[config.mk]
export PLATFORM = sky130hd
export DESIGN_NAME = usb_streaming_irq_aggregator
export DESIGN_NICKNAME = d
export VERILOG_FILES = /design/src/pkg/irq_agg_pkg.sv /design/src/logic/sticky_flag.sv /design/src/logic/usb_streaming_irq_aggregator.sv
export SDC_FILE = /design/constraint.sdc
export NUM_CORES = 1
export LEC_CHECK = 0
export BUFFER_PORTS_ARGS = -buffer_cell sky130_fd_sc_hd__buf_2
export CAP_MARGIN = 20
export CORE_MARGIN = 5
export CORE_UTILIZATION = 25
export CTS_CLUSTER_SIZE = 16
export DETAILED_ROUTE_END_ITERATION = 16
export GPL_ROUTABILITY_DRIVEN = 0
export RECOVER_POWER = 25
export SLEW_MARGIN = 20
export SYNTH_ARGS = -nofsm -noshare
export SYNTH_HDL_FRONTEND = slang
export SYNTH_SLANG_ARGS = --single-unit
[constraint.sdc]
create_clock -name clk_i -period 1.3 [get_ports clk_i]
set_clock_uncertainty 0.05 [all_clocks]
set_input_delay 0.065 -clock clk_i [delete_from_list [all_inputs] [get_ports clk_i]]
set_output_delay 0.065 -clock clk_i [all_outputs]
set_load 0.02 [all_outputs]
[src/pkg/irq_agg_pkg.sv]
// Purpose: constants for the streaming controller interrupt aggregator
// Assumes: single clock, synchronous active-low reset
// Notes: bus-event bit order is fixed below and shared by all files that import irq_agg_pkg
package irq_agg_pkg;
    // ************************************************
    // Sizes and bus-event bit positions
    // ************************************************
    localparam int NUM_EP = 8;
    localparam int NUM_BUS_EV = 7;
    localparam int BUS_EV_FUNC_RESET = 0;
    localparam int BUS_EV_SUSPEND = 1;
    localparam int BUS_EV_RESUME = 2;
    localparam int BUS_EV_FRAME_START = 3;
    localparam int BUS_EV_PSEUDO_FRAME_START = 4;
    localparam int BUS_EV_SETUP_RCVD = 5;
    localparam int BUS_EV_SETUP_OVERWRITE = 6;
    // ************************************************
    // Data-register sources
    // ************************************************
    localparam int NUM_DREG = 4;
    localparam int DREG_AUDIO_TX_EMPTY = 0;
    localparam int DREG_AUDIO_RX_FULL = 1;
    localparam int DREG_TWI_TX_EMPTY = 2;
    localparam int DREG_TWI_RX_FULL = 3;
    // ************************************************
    // Reset values
    // ************************************************
    localparam logic RST_FLAG = 1'h0;
    localparam logic RST_SYNC = 1'h1;
endpackage : irq_agg_pkg

[src/logic/sticky_flag.sv]
// Purpose: one sticky pending flag, set by hardware, cleared by firmware
// Assumes: set and clear are single-cycle pulses on clk_i
// Notes: set wins over a clear in the same cycle
`timescale 1ns/1ps
module sticky_flag
    import irq_agg_pkg::*;
(
    // Clock and reset
    input wire logic clk_i,
    input wire logic rst_b_i,
    // Control
    input wire logic set_i,
    input wire logic clr_i,
    // State
    output logic flag_o
);
    logic flag_q;
    logic flag_d;

    always_comb begin
        flag_d = flag_q;
        if (clr_i) begin
            flag_d = 1'h0;
        end
        if (set_i) begin
            flag_d = 1'h1;
        end
    end

    always_ff @(posedge clk_i) begin
        if (!rst_b_i) begin
            flag_q <= RST_FLAG;
        end else begin
            flag_q <= flag_d;
        end
    end

    assign flag_o = flag_q;
endmodule : sticky_flag

[src/logic/usb_streaming_irq_aggregator.sv]
// Purpose: merge on-chip event sources into the core's external interrupt 0
// Assumes: event pulses come from logic on clk_i; the external pin is async
// Notes: external pin is active low; no status bit is kept for it
`timescale 1ns/1ps
// How it works
// - Every extra source is ORed into one request on the core's external interrupt 0.
// - Sources are 8 in and 8 out endpoints, seven bus events, four data-register events, the pin.
// - The core keeps its four other sources; timers and serial pass untouched, external 1 goes through a two-flop synchroniser.
// - Endpoint interrupts have no mask and always reach the request.
// - An endpoint interrupt is raised only at the end of a successful transaction.
// - Each endpoint has a read-only status bit for diagnostics.
// - Endpoint interrupt and status stay asserted until firmware clears the interrupt.
// - Each bus event is individually maskable and has its own read-only status bit.
// - Bus-event interrupt and status stay asserted until firmware clears the interrupt.
// - Audio port and two-wire data-register events are each maskable with a status bit.
// - Clearing a data-register interrupt leaves its status bit untouched.
// - The external pin joins the request only while its global enable bit is set.
// - The external pin has no status bit.
// - Isochronous transactions never raise an endpoint interrupt.
module usb_streaming_irq_aggregator
    import irq_agg_pkg::*;
#(
    parameter int EPS = NUM_EP
)(
    // Clock and reset
    input wire logic clk_i,
    input wire logic rst_b_i,
    // Endpoint transaction completion
    input wire logic [EPS-1:0] in_ep_done_i,
    input wire logic [EPS-1:0] in_ep_ok_i,
    input wire logic [EPS-1:0] in_ep_iso_i,
    input wire logic [EPS-1:0] out_ep_done_i,
    input wire logic [EPS-1:0] out_ep_ok_i,
    input wire logic [EPS-1:0] out_ep_iso_i,
    input wire logic [EPS-1:0] in_ep_clr_i,
    input wire logic [EPS-1:0] out_ep_clr_i,
    // Bus events
    input wire logic [NUM_BUS_EV-1:0] bus_ev_i,
    input wire logic [NUM_BUS_EV-1:0] bus_ev_mask_i,
    input wire logic [NUM_BUS_EV-1:0] bus_ev_clr_i,
    // Data-register conditions
    input wire logic [NUM_DREG-1:0] dreg_cond_i,
    input wire logic [NUM_DREG-1:0] dreg_mask_i,
    input wire logic [NUM_DREG-1:0] dreg_clr_i,
    // External pin
    input wire logic external_irq_pin_b_i,
    input wire logic ext_irq_en_i,
    // Core's own sources
    input wire logic core_ext_irq_one_b_i,
    input wire logic timer0_irq_i,
    input wire logic timer1_irq_i,
    input wire logic serial_irq_i,
    // To the core
    output logic core_ext_irq_zero_b_o,
    output logic core_ext_irq_one_b_o,
    output logic timer0_irq_o,
    output logic timer1_irq_o,
    output logic serial_irq_o,
    // Status
    output logic [EPS-1:0] in_ep_status_o,
    output logic [EPS-1:0] out_ep_status_o,
    output logic [NUM_BUS_EV-1:0] bus_ev_status_o,
    output logic [NUM_DREG-1:0] dreg_status_o,
    output logic [NUM_DREG-1:0] dreg_pend_o
);
    // ************************************************
    // Endpoint and bus-event flags
    // ************************************************
    logic [EPS-1:0] in_set;
    logic [EPS-1:0] out_set;
    logic [EPS-1:0] in_pend;
    logic [EPS-1:0] out_pend;
    logic [NUM_BUS_EV-1:0] bus_pend;
    logic [NUM_DREG-1:0] dreg_pend;
    logic [NUM_DREG-1:0] dreg_rise;

    // Isochronous endpoints are serviced by DMA, never the core
    assign in_set = in_ep_done_i & in_ep_ok_i & ~in_ep_iso_i;
    assign out_set = out_ep_done_i & out_ep_ok_i & ~out_ep_iso_i;

    for (genvar g = 0; g < EPS; g++) begin : g_ep
        sticky_flag u_in (
            .clk_i(clk_i),
            .rst_b_i(rst_b_i),
            .set_i(in_set[g]),
            .clr_i(in_ep_clr_i[g]),
            .flag_o(in_pend[g])
        );
        sticky_flag u_out (
            .clk_i(clk_i),
            .rst_b_i(rst_b_i),
            .set_i(out_set[g]),
            .clr_i(out_ep_clr_i[g]),
            .flag_o(out_pend[g])
        );
    end

    for (genvar g = 0; g < NUM_BUS_EV; g++) begin : g_bus
        sticky_flag u_bus (
            .clk_i(clk_i),
            .rst_b_i(rst_b_i),
            .set_i(bus_ev_i[g]),
            .clr_i(bus_ev_clr_i[g]),
            .flag_o(bus_pend[g])
        );
    end

    // ************************************************
    // Data-register pending (set on condition rise)
    // ************************************************
    logic [NUM_DREG-1:0] dreg_cond_q;
    logic [NUM_DREG-1:0] dreg_cond_d;

    always_comb begin
        dreg_cond_d = dreg_cond_i;
    end

    always_ff @(posedge clk_i) begin
        if (!rst_b_i) begin
            dreg_cond_q <= '0;
        end else begin
            dreg_cond_q <= dreg_cond_d;
        end
    end

    assign dreg_rise = dreg_cond_i & ~dreg_cond_q;

    for (genvar g = 0; g < NUM_DREG; g++) begin : g_dreg
        sticky_flag u_dreg (
            .clk_i(clk_i),
            .rst_b_i(rst_b_i),
            .set_i(dreg_rise[g]),
            .clr_i(dreg_clr_i[g]),
            .flag_o(dreg_pend[g])
        );
    end

    // ************************************************
    // External pin and external 1 synchronisers
    // ************************************************
    logic [1:0] pin_sync_q;
    logic [1:0] pin_sync_d;
    logic [1:0] one_sync_q;
    logic [1:0] one_sync_d;

    always_comb begin
        pin_sync_d = {pin_sync_q[0], external_irq_pin_b_i};
        one_sync_d = {one_sync_q[0], core_ext_irq_one_b_i};
    end

    always_ff @(posedge clk_i) begin
        if (!rst_b_i) begin
            pin_sync_q <= {2{RST_SYNC}};
            one_sync_q <= {2{RST_SYNC}};
        end else begin
            pin_sync_q <= pin_sync_d;
            one_sync_q <= one_sync_d;
        end
    end

    // ************************************************
    // Combined request, registered
    // ************************************************
    logic req_d;
    logic req_q;
    logic ext_live;

    // No pending flag for the pin: its synchronised level is seen only through the request
    assign ext_live = ext_irq_en_i & ~pin_sync_q[1];

    always_comb begin
        req_d = (|in_pend) | (|out_pend)
            | (|(bus_pend & ~bus_ev_mask_i))
            | (|(dreg_pend & ~dreg_mask_i))
            | ext_live;
    end

    always_ff @(posedge clk_i) begin
        if (!rst_b_i) begin
            req_q <= 1'h0;
        end else begin
            req_q <= req_d;
        end
    end

    assign core_ext_irq_zero_b_o = ~req_q;
    // Timers and serial pass straight through; external 1 comes from its synchroniser
    assign core_ext_irq_one_b_o = one_sync_q[1];
    assign timer0_irq_o = timer0_irq_i;
    assign timer1_irq_o = timer1_irq_i;
    assign serial_irq_o = serial_irq_i;

    assign in_ep_status_o = in_pend;
    assign out_ep_status_o = out_pend;
    assign bus_ev_status_o = bus_pend;
    // Status follows the condition registered one cycle late, so a clear cannot drop it
    assign dreg_status_o = dreg_cond_q;
    assign dreg_pend_o = dreg_pend;

    // ************************************************
    // Assertions
    // ************************************************
    property p_ep_req;
        @(posedge clk_i) disable iff (!rst_b_i)
            (|in_pend) |=> !core_ext_irq_zero_b_o;
    endproperty
    a_ep_req: assert property (p_ep_req) else $error("endpoint not on request");

    property p_ep_set;
        @(posedge clk_i) disable iff (!rst_b_i)
            out_set[0] |=> out_ep_status_o[0];
    endproperty
    a_ep_set: assert property (p_ep_set) else $error("endpoint flag not set");

    property p_iso;
        @(posedge clk_i) disable iff (!rst_b_i)
            (in_ep_iso_i[0] && !in_ep_status_o[0]) |=> !in_ep_status_o[0];
    endproperty
    a_iso: assert property (p_iso) else $error("iso raised endpoint irq");

    property p_ep_hold;
        @(posedge clk_i) disable iff (!rst_b_i)
            (in_ep_status_o[0] && !in_ep_clr_i[0]) |=> in_ep_status_o[0];
    endproperty
    a_ep_hold: assert property (p_ep_hold) else $error("endpoint flag dropped");

    property p_bus_hold;
        @(posedge clk_i) disable iff (!rst_b_i)
            (bus_ev_status_o[BUS_EV_SUSPEND] && !bus_ev_clr_i[BUS_EV_SUSPEND])
            |=> bus_ev_status_o[BUS_EV_SUSPEND];
    endproperty
    a_bus_hold: assert property (p_bus_hold) else $error("bus flag dropped");

    property p_mask;
        @(posedge clk_i) disable iff (!rst_b_i)
            (in_pend == '0 && out_pend == '0 && (bus_pend & ~bus_ev_mask_i) == '0
             && (dreg_pend & ~dreg_mask_i) == '0 && !(ext_irq_en_i && !pin_sync_q[1]))
            |=> core_ext_irq_zero_b_o;
    endproperty
    a_mask: assert property (p_mask) else $error("masked source on request");

    property p_dreg_stat;
        @(posedge clk_i) disable iff (!rst_b_i)
            (dreg_cond_i[0] && dreg_clr_i[0]) |=> dreg_status_o[0];
    endproperty
    a_dreg_stat: assert property (p_dreg_stat) else $error("data status cleared");

    property p_ext;
        @(posedge clk_i) disable iff (!rst_b_i)
            (ext_irq_en_i && !pin_sync_q[1]) |=> !core_ext_irq_zero_b_o;
    endproperty
    a_ext: assert property (p_ext) else $error("enabled pin not on request");

    c_ep: cover property (@(posedge clk_i) disable iff (!rst_b_i)
        in_set[0] ##[1:10] in_ep_clr_i[0]);
    c_bus: cover property (@(posedge clk_i) disable iff (!rst_b_i) |(bus_pend & bus_ev_mask_i));
    c_ext: cover property (@(posedge clk_i) disable iff (!rst_b_i) ext_live);
endmodule : usb_streaming_irq_aggregator

==> flow_summary_export.csv <==
group,metric,value,unit
sta,finalHoldWorstSlack,33.05,ps
pwr,power_per_cell_area,984.3,mW/mm²
logic_synthesis,synth.lib_cells_used.distinct,14,
route,routedWlPerCell,11.28,µm
layout,final_cell_area,0.002514,mm²
route,route.antenna.remaining_nets,0,
hold_path,holdPathEnd,"g_bus[0].u_bus.flag_o",
sta,slew_viol_final,0,
sta,finalCritPeriodShare,0.9365,
layout,mostFrequentLayoutCells,"sky130_fd_sc_hd__buf_2, sky130_fd_sc_hd__dfxtp_1, sky130_fd_sc_hd__inv_1",
logic_synthesis,synth_top_family_by_area,"simple AND/OR/NAND/NOR gates",
setup_path,critical_path.slowest_cell,"sky130_fd_sc_hd__dfxtp_2",
floorplan,design.portCount,141,
logic_synthesis,share_of_the_yosys_chip_area_belonging_to_registers,0.4347,
place,buffer_ports.inserted,134,
setup_path,r2r_depth,3,
clocking,cts_buffers,5,
floorplan,die_width,91.44,µm
route,drc_errors,0,
setup_path,worstPathMaxFanout,2,
global_route,number_of_antenna_violations_at_the_first_check_in_global_routing,0,
hold_path,worstHoldPathCells,3,
route,dr.pass1.iters,4,
hold_path,timing.hold.worst.start,"bus_ev_clr_i[0]",
floorplan,die_h,91.44,µm
clocking,tritoncts_num_sinks,36,
sta,grt_setup_unrepaired,"yes",
logic_synthesis,synth_simple_gate_area_share,0.2362,
floorplan,floorplan.rows,29,
floorplan,core,0.006386,mm²
sta,hold_violations,0,
clocking,number_of_buffers_between_clock_root_and_the_deepest_sink,2,
global_route,number_of_global_route_vias_before_repair,1655,
logic_synthesis,syn-mean-instance-area,8.725,µm²
setup_path,worst_setup_path_end_kind,"flip-flop",
layout,n_antenna_cell,0,
layout,fraction_of_final_layout_cells_sized_beyond_drive_strength_1,0.4830,
sta,timing.max_slew.rel_slack,0.8156,
clocking,root_buffer,"sky130_fd_sc_hd__clkbuf_8",
global_route,grt_pass1_wl,7.334,mm
logic_synthesis,synth-seq-cells,36,
logic_synthesis,syn_inst,190,
clocking,clkLatencyLatePin,280,ps
route,detail_route.wirelength,4.510,mm
logic_synthesis,synth.mux.area_fraction,0,
logic_synthesis,post_synth_adder_cell_area,0,
setup_path,setup.reg_to_reg.worst_slack,80,ps
logic_synthesis,mappedNetlistNets,295,
logic_synthesis,cell_area_after_synthesis,0.001658,mm²
floorplan,dieArea,0.008360,mm²
setup_path,crit-reg2reg-capture,"req_q",
place,placed_cell_area,0.002283,mm²
setup_path,worst_ep_arrival_time,1340,ps
global_route,grt_start_max_net_pins,25,
pwr,power_leakage,1.282,nW
outcome,status,"finished, final reports clean",
clocking,tritoncts,"done",
layout,nFillCells,666,
global_route,grt_use_total,0.1079,
setup_path,slowest_delay,340,ps
route,via_per_inst,4.000,
layout,post_layout_nonfiller_instances,400,
route,first_iter_violations,19,
sta,report.final.setup_viol,0,
sta,finalWorstPathRequiredPeriod,1217,ps
pwr,irDropWorstVdd,0.5349,mV
clocking,clk_transition_reported_paths,70,ps
layout,fin_nets,427,
sta,max_clock_freq,821.4,MHz
setup_path,criticalPathCategory,"reg2reg",
layout,flow.area_growth_from_synthesis,51.62,%
setup_path,critical_path.cell_chain,"nor4_4 -> nand4_1 -> o41a_1",
clocking,post_cts_setup_buffers,0,
setup_path,worstReg2RegStart,"g_ep[3].u_out.flag_o",
global_route,globalRouteOverflowTotal,0,
pwr,design_power_total,2.474,mW
route,via_count,1600,
layout,most_common_library_cell_in_the_layout_ignoring_fill_and_taps,"sky130_fd_sc_hd__buf_2",
floorplan,initial_utilization,0.2596,
clocking,cts.htree.levels,2,
logic_synthesis,synth_warnings,0,
sta,worstMarginPinSlew,276.6,ps
place,place_hpwl,3.772,mm
logic_synthesis,yosys.area_share.xor_xnor,0,
flow_run,max_cap_violations,0,
setup_path,cp_data_required_time,1420,ps
place,placed_cells_incl_taps,379,
setup_path,start_kind,"flip-flop",
logic_synthesis,compound_gate_portion_of_the_synthesized_area,0.1298,
hold_path,hold_path.class,"in2reg",
==> through the flow <==
step	worst slack [ps]	TNS, ps	util
final	82.52	0	0.3936
after global routing	-38.18	-38.18	0.3936
after CTS	23.75	0	0.3936
after detailed placement	-96.65	-96.65	0.3576
after global placement	-74.63	-74.63	0.3576
after floorplan	62.11	0	-
==> state kept, by name (all words and copies together), names as in the netlist <==
| register | flops |
|---|---|
| g_bus.u_bus.flag_o | 7 |
| pin_sync_q | 2 |
| one_sync_q | 2 |
| dreg_status_o | 4 |
| g_ep.u_in.flag_o | 8 |
| g_dreg.u_dreg.flag_o | 4 |
| g_ep.u_out.flag_o | 8 |
| req_q | 1 |
==> metal layers <==
metal / track usage / share of wire / vias up
li1: - / - / 847
met1: 0.1199 / 0.39 / 683
met2: 0.1868 / 0.50 / 65
met3: 0.04463 / 0.10 / 5
met4: 0.03301 / 0.0089 / 0
met5: 0 / 0 / -
==> power by group <==
| part | switching, mW | total [mW] | internal, mW |
|---|---|---|---|
| Clock | 0.374 | 0.807 | 0.432 |
| Sequential | 0.0334 | 1.19 | 1.16 |
| Combinational | 0.203 | 0.473 | 0.270 |
==> cells in the mapped netlist, drive strengths merged <==
cell type	instances	area, µm²
inv	25	93.84
nand2	16	60.06
nor2b	7	43.79
nand2b	13	81.33
nor4	4	50.05
clkbuf	3	11.26
o41a	1	11.26
and2	24	150.1
nand4	1	6.260
o21a	7	52.55
buf	30	225.2
dfxtp	36	720.7
o22ai	20	125.1
o2111ai	3	26.28
==> timing repair <==
item | 4_1_cts | 5_1_grt
hold buffers | 13 | 0
pin swaps | 3 | 2
resized for setup | 2 | 2
hold endpoints to repair | 13 | 0
setup endpoints to repair | 1 | 1
cloned | 0 | 0
==> worst max-delay path by stage <==
stage               slack [ps]                 start  endpoint  depth (start not counted)
finish                      80  g_ep[3].u_out.flag_o     req_q                          3
global route               -40  g_ep[5].u_out.flag_o     req_q                          3
CTS                         20   g_ep[0].u_in.flag_o     req_q                          3
detailed placement        -100  g_ep[3].u_out.flag_o     req_q                          3
global placement           -70  g_ep[5].u_out.flag_o     req_q                          3
floorplan                   60  g_ep[3].u_out.flag_o     req_q                          3
==> critical path: cells and delay by family (launching register included) <==
| kind | cells | cell delay [ps] |
|---|---|---|
| AND/OR/NAND/NOR | 2 | 400 |
| AO/OA/AOI/OAI | 1 | 320 |
| flip-flops | 1 | 340 |
==> logic make-up after synthesis <==
kind of cell,Yosys count
AND/OR/NAND/NOR,65
buffers and inverters,58
flip-flops,36
AO/OA/AOI/OAI,31
==> layout make-up <==
cell class | instances | area (µm²) | area share
well taps | 77 | 96.34 | 0.03833
repair buffers | 158 | 893.4 | 0.3554
multi-input cells | 96 | 615.6 | 0.2449
inverters | 25 | 93.84 | 0.03733
flip-flops and latches | 36 | 724.4 | 0.2882
clock buffers | 8 | 90.09 | 0.03584
(Power assumes the default switching activity.)
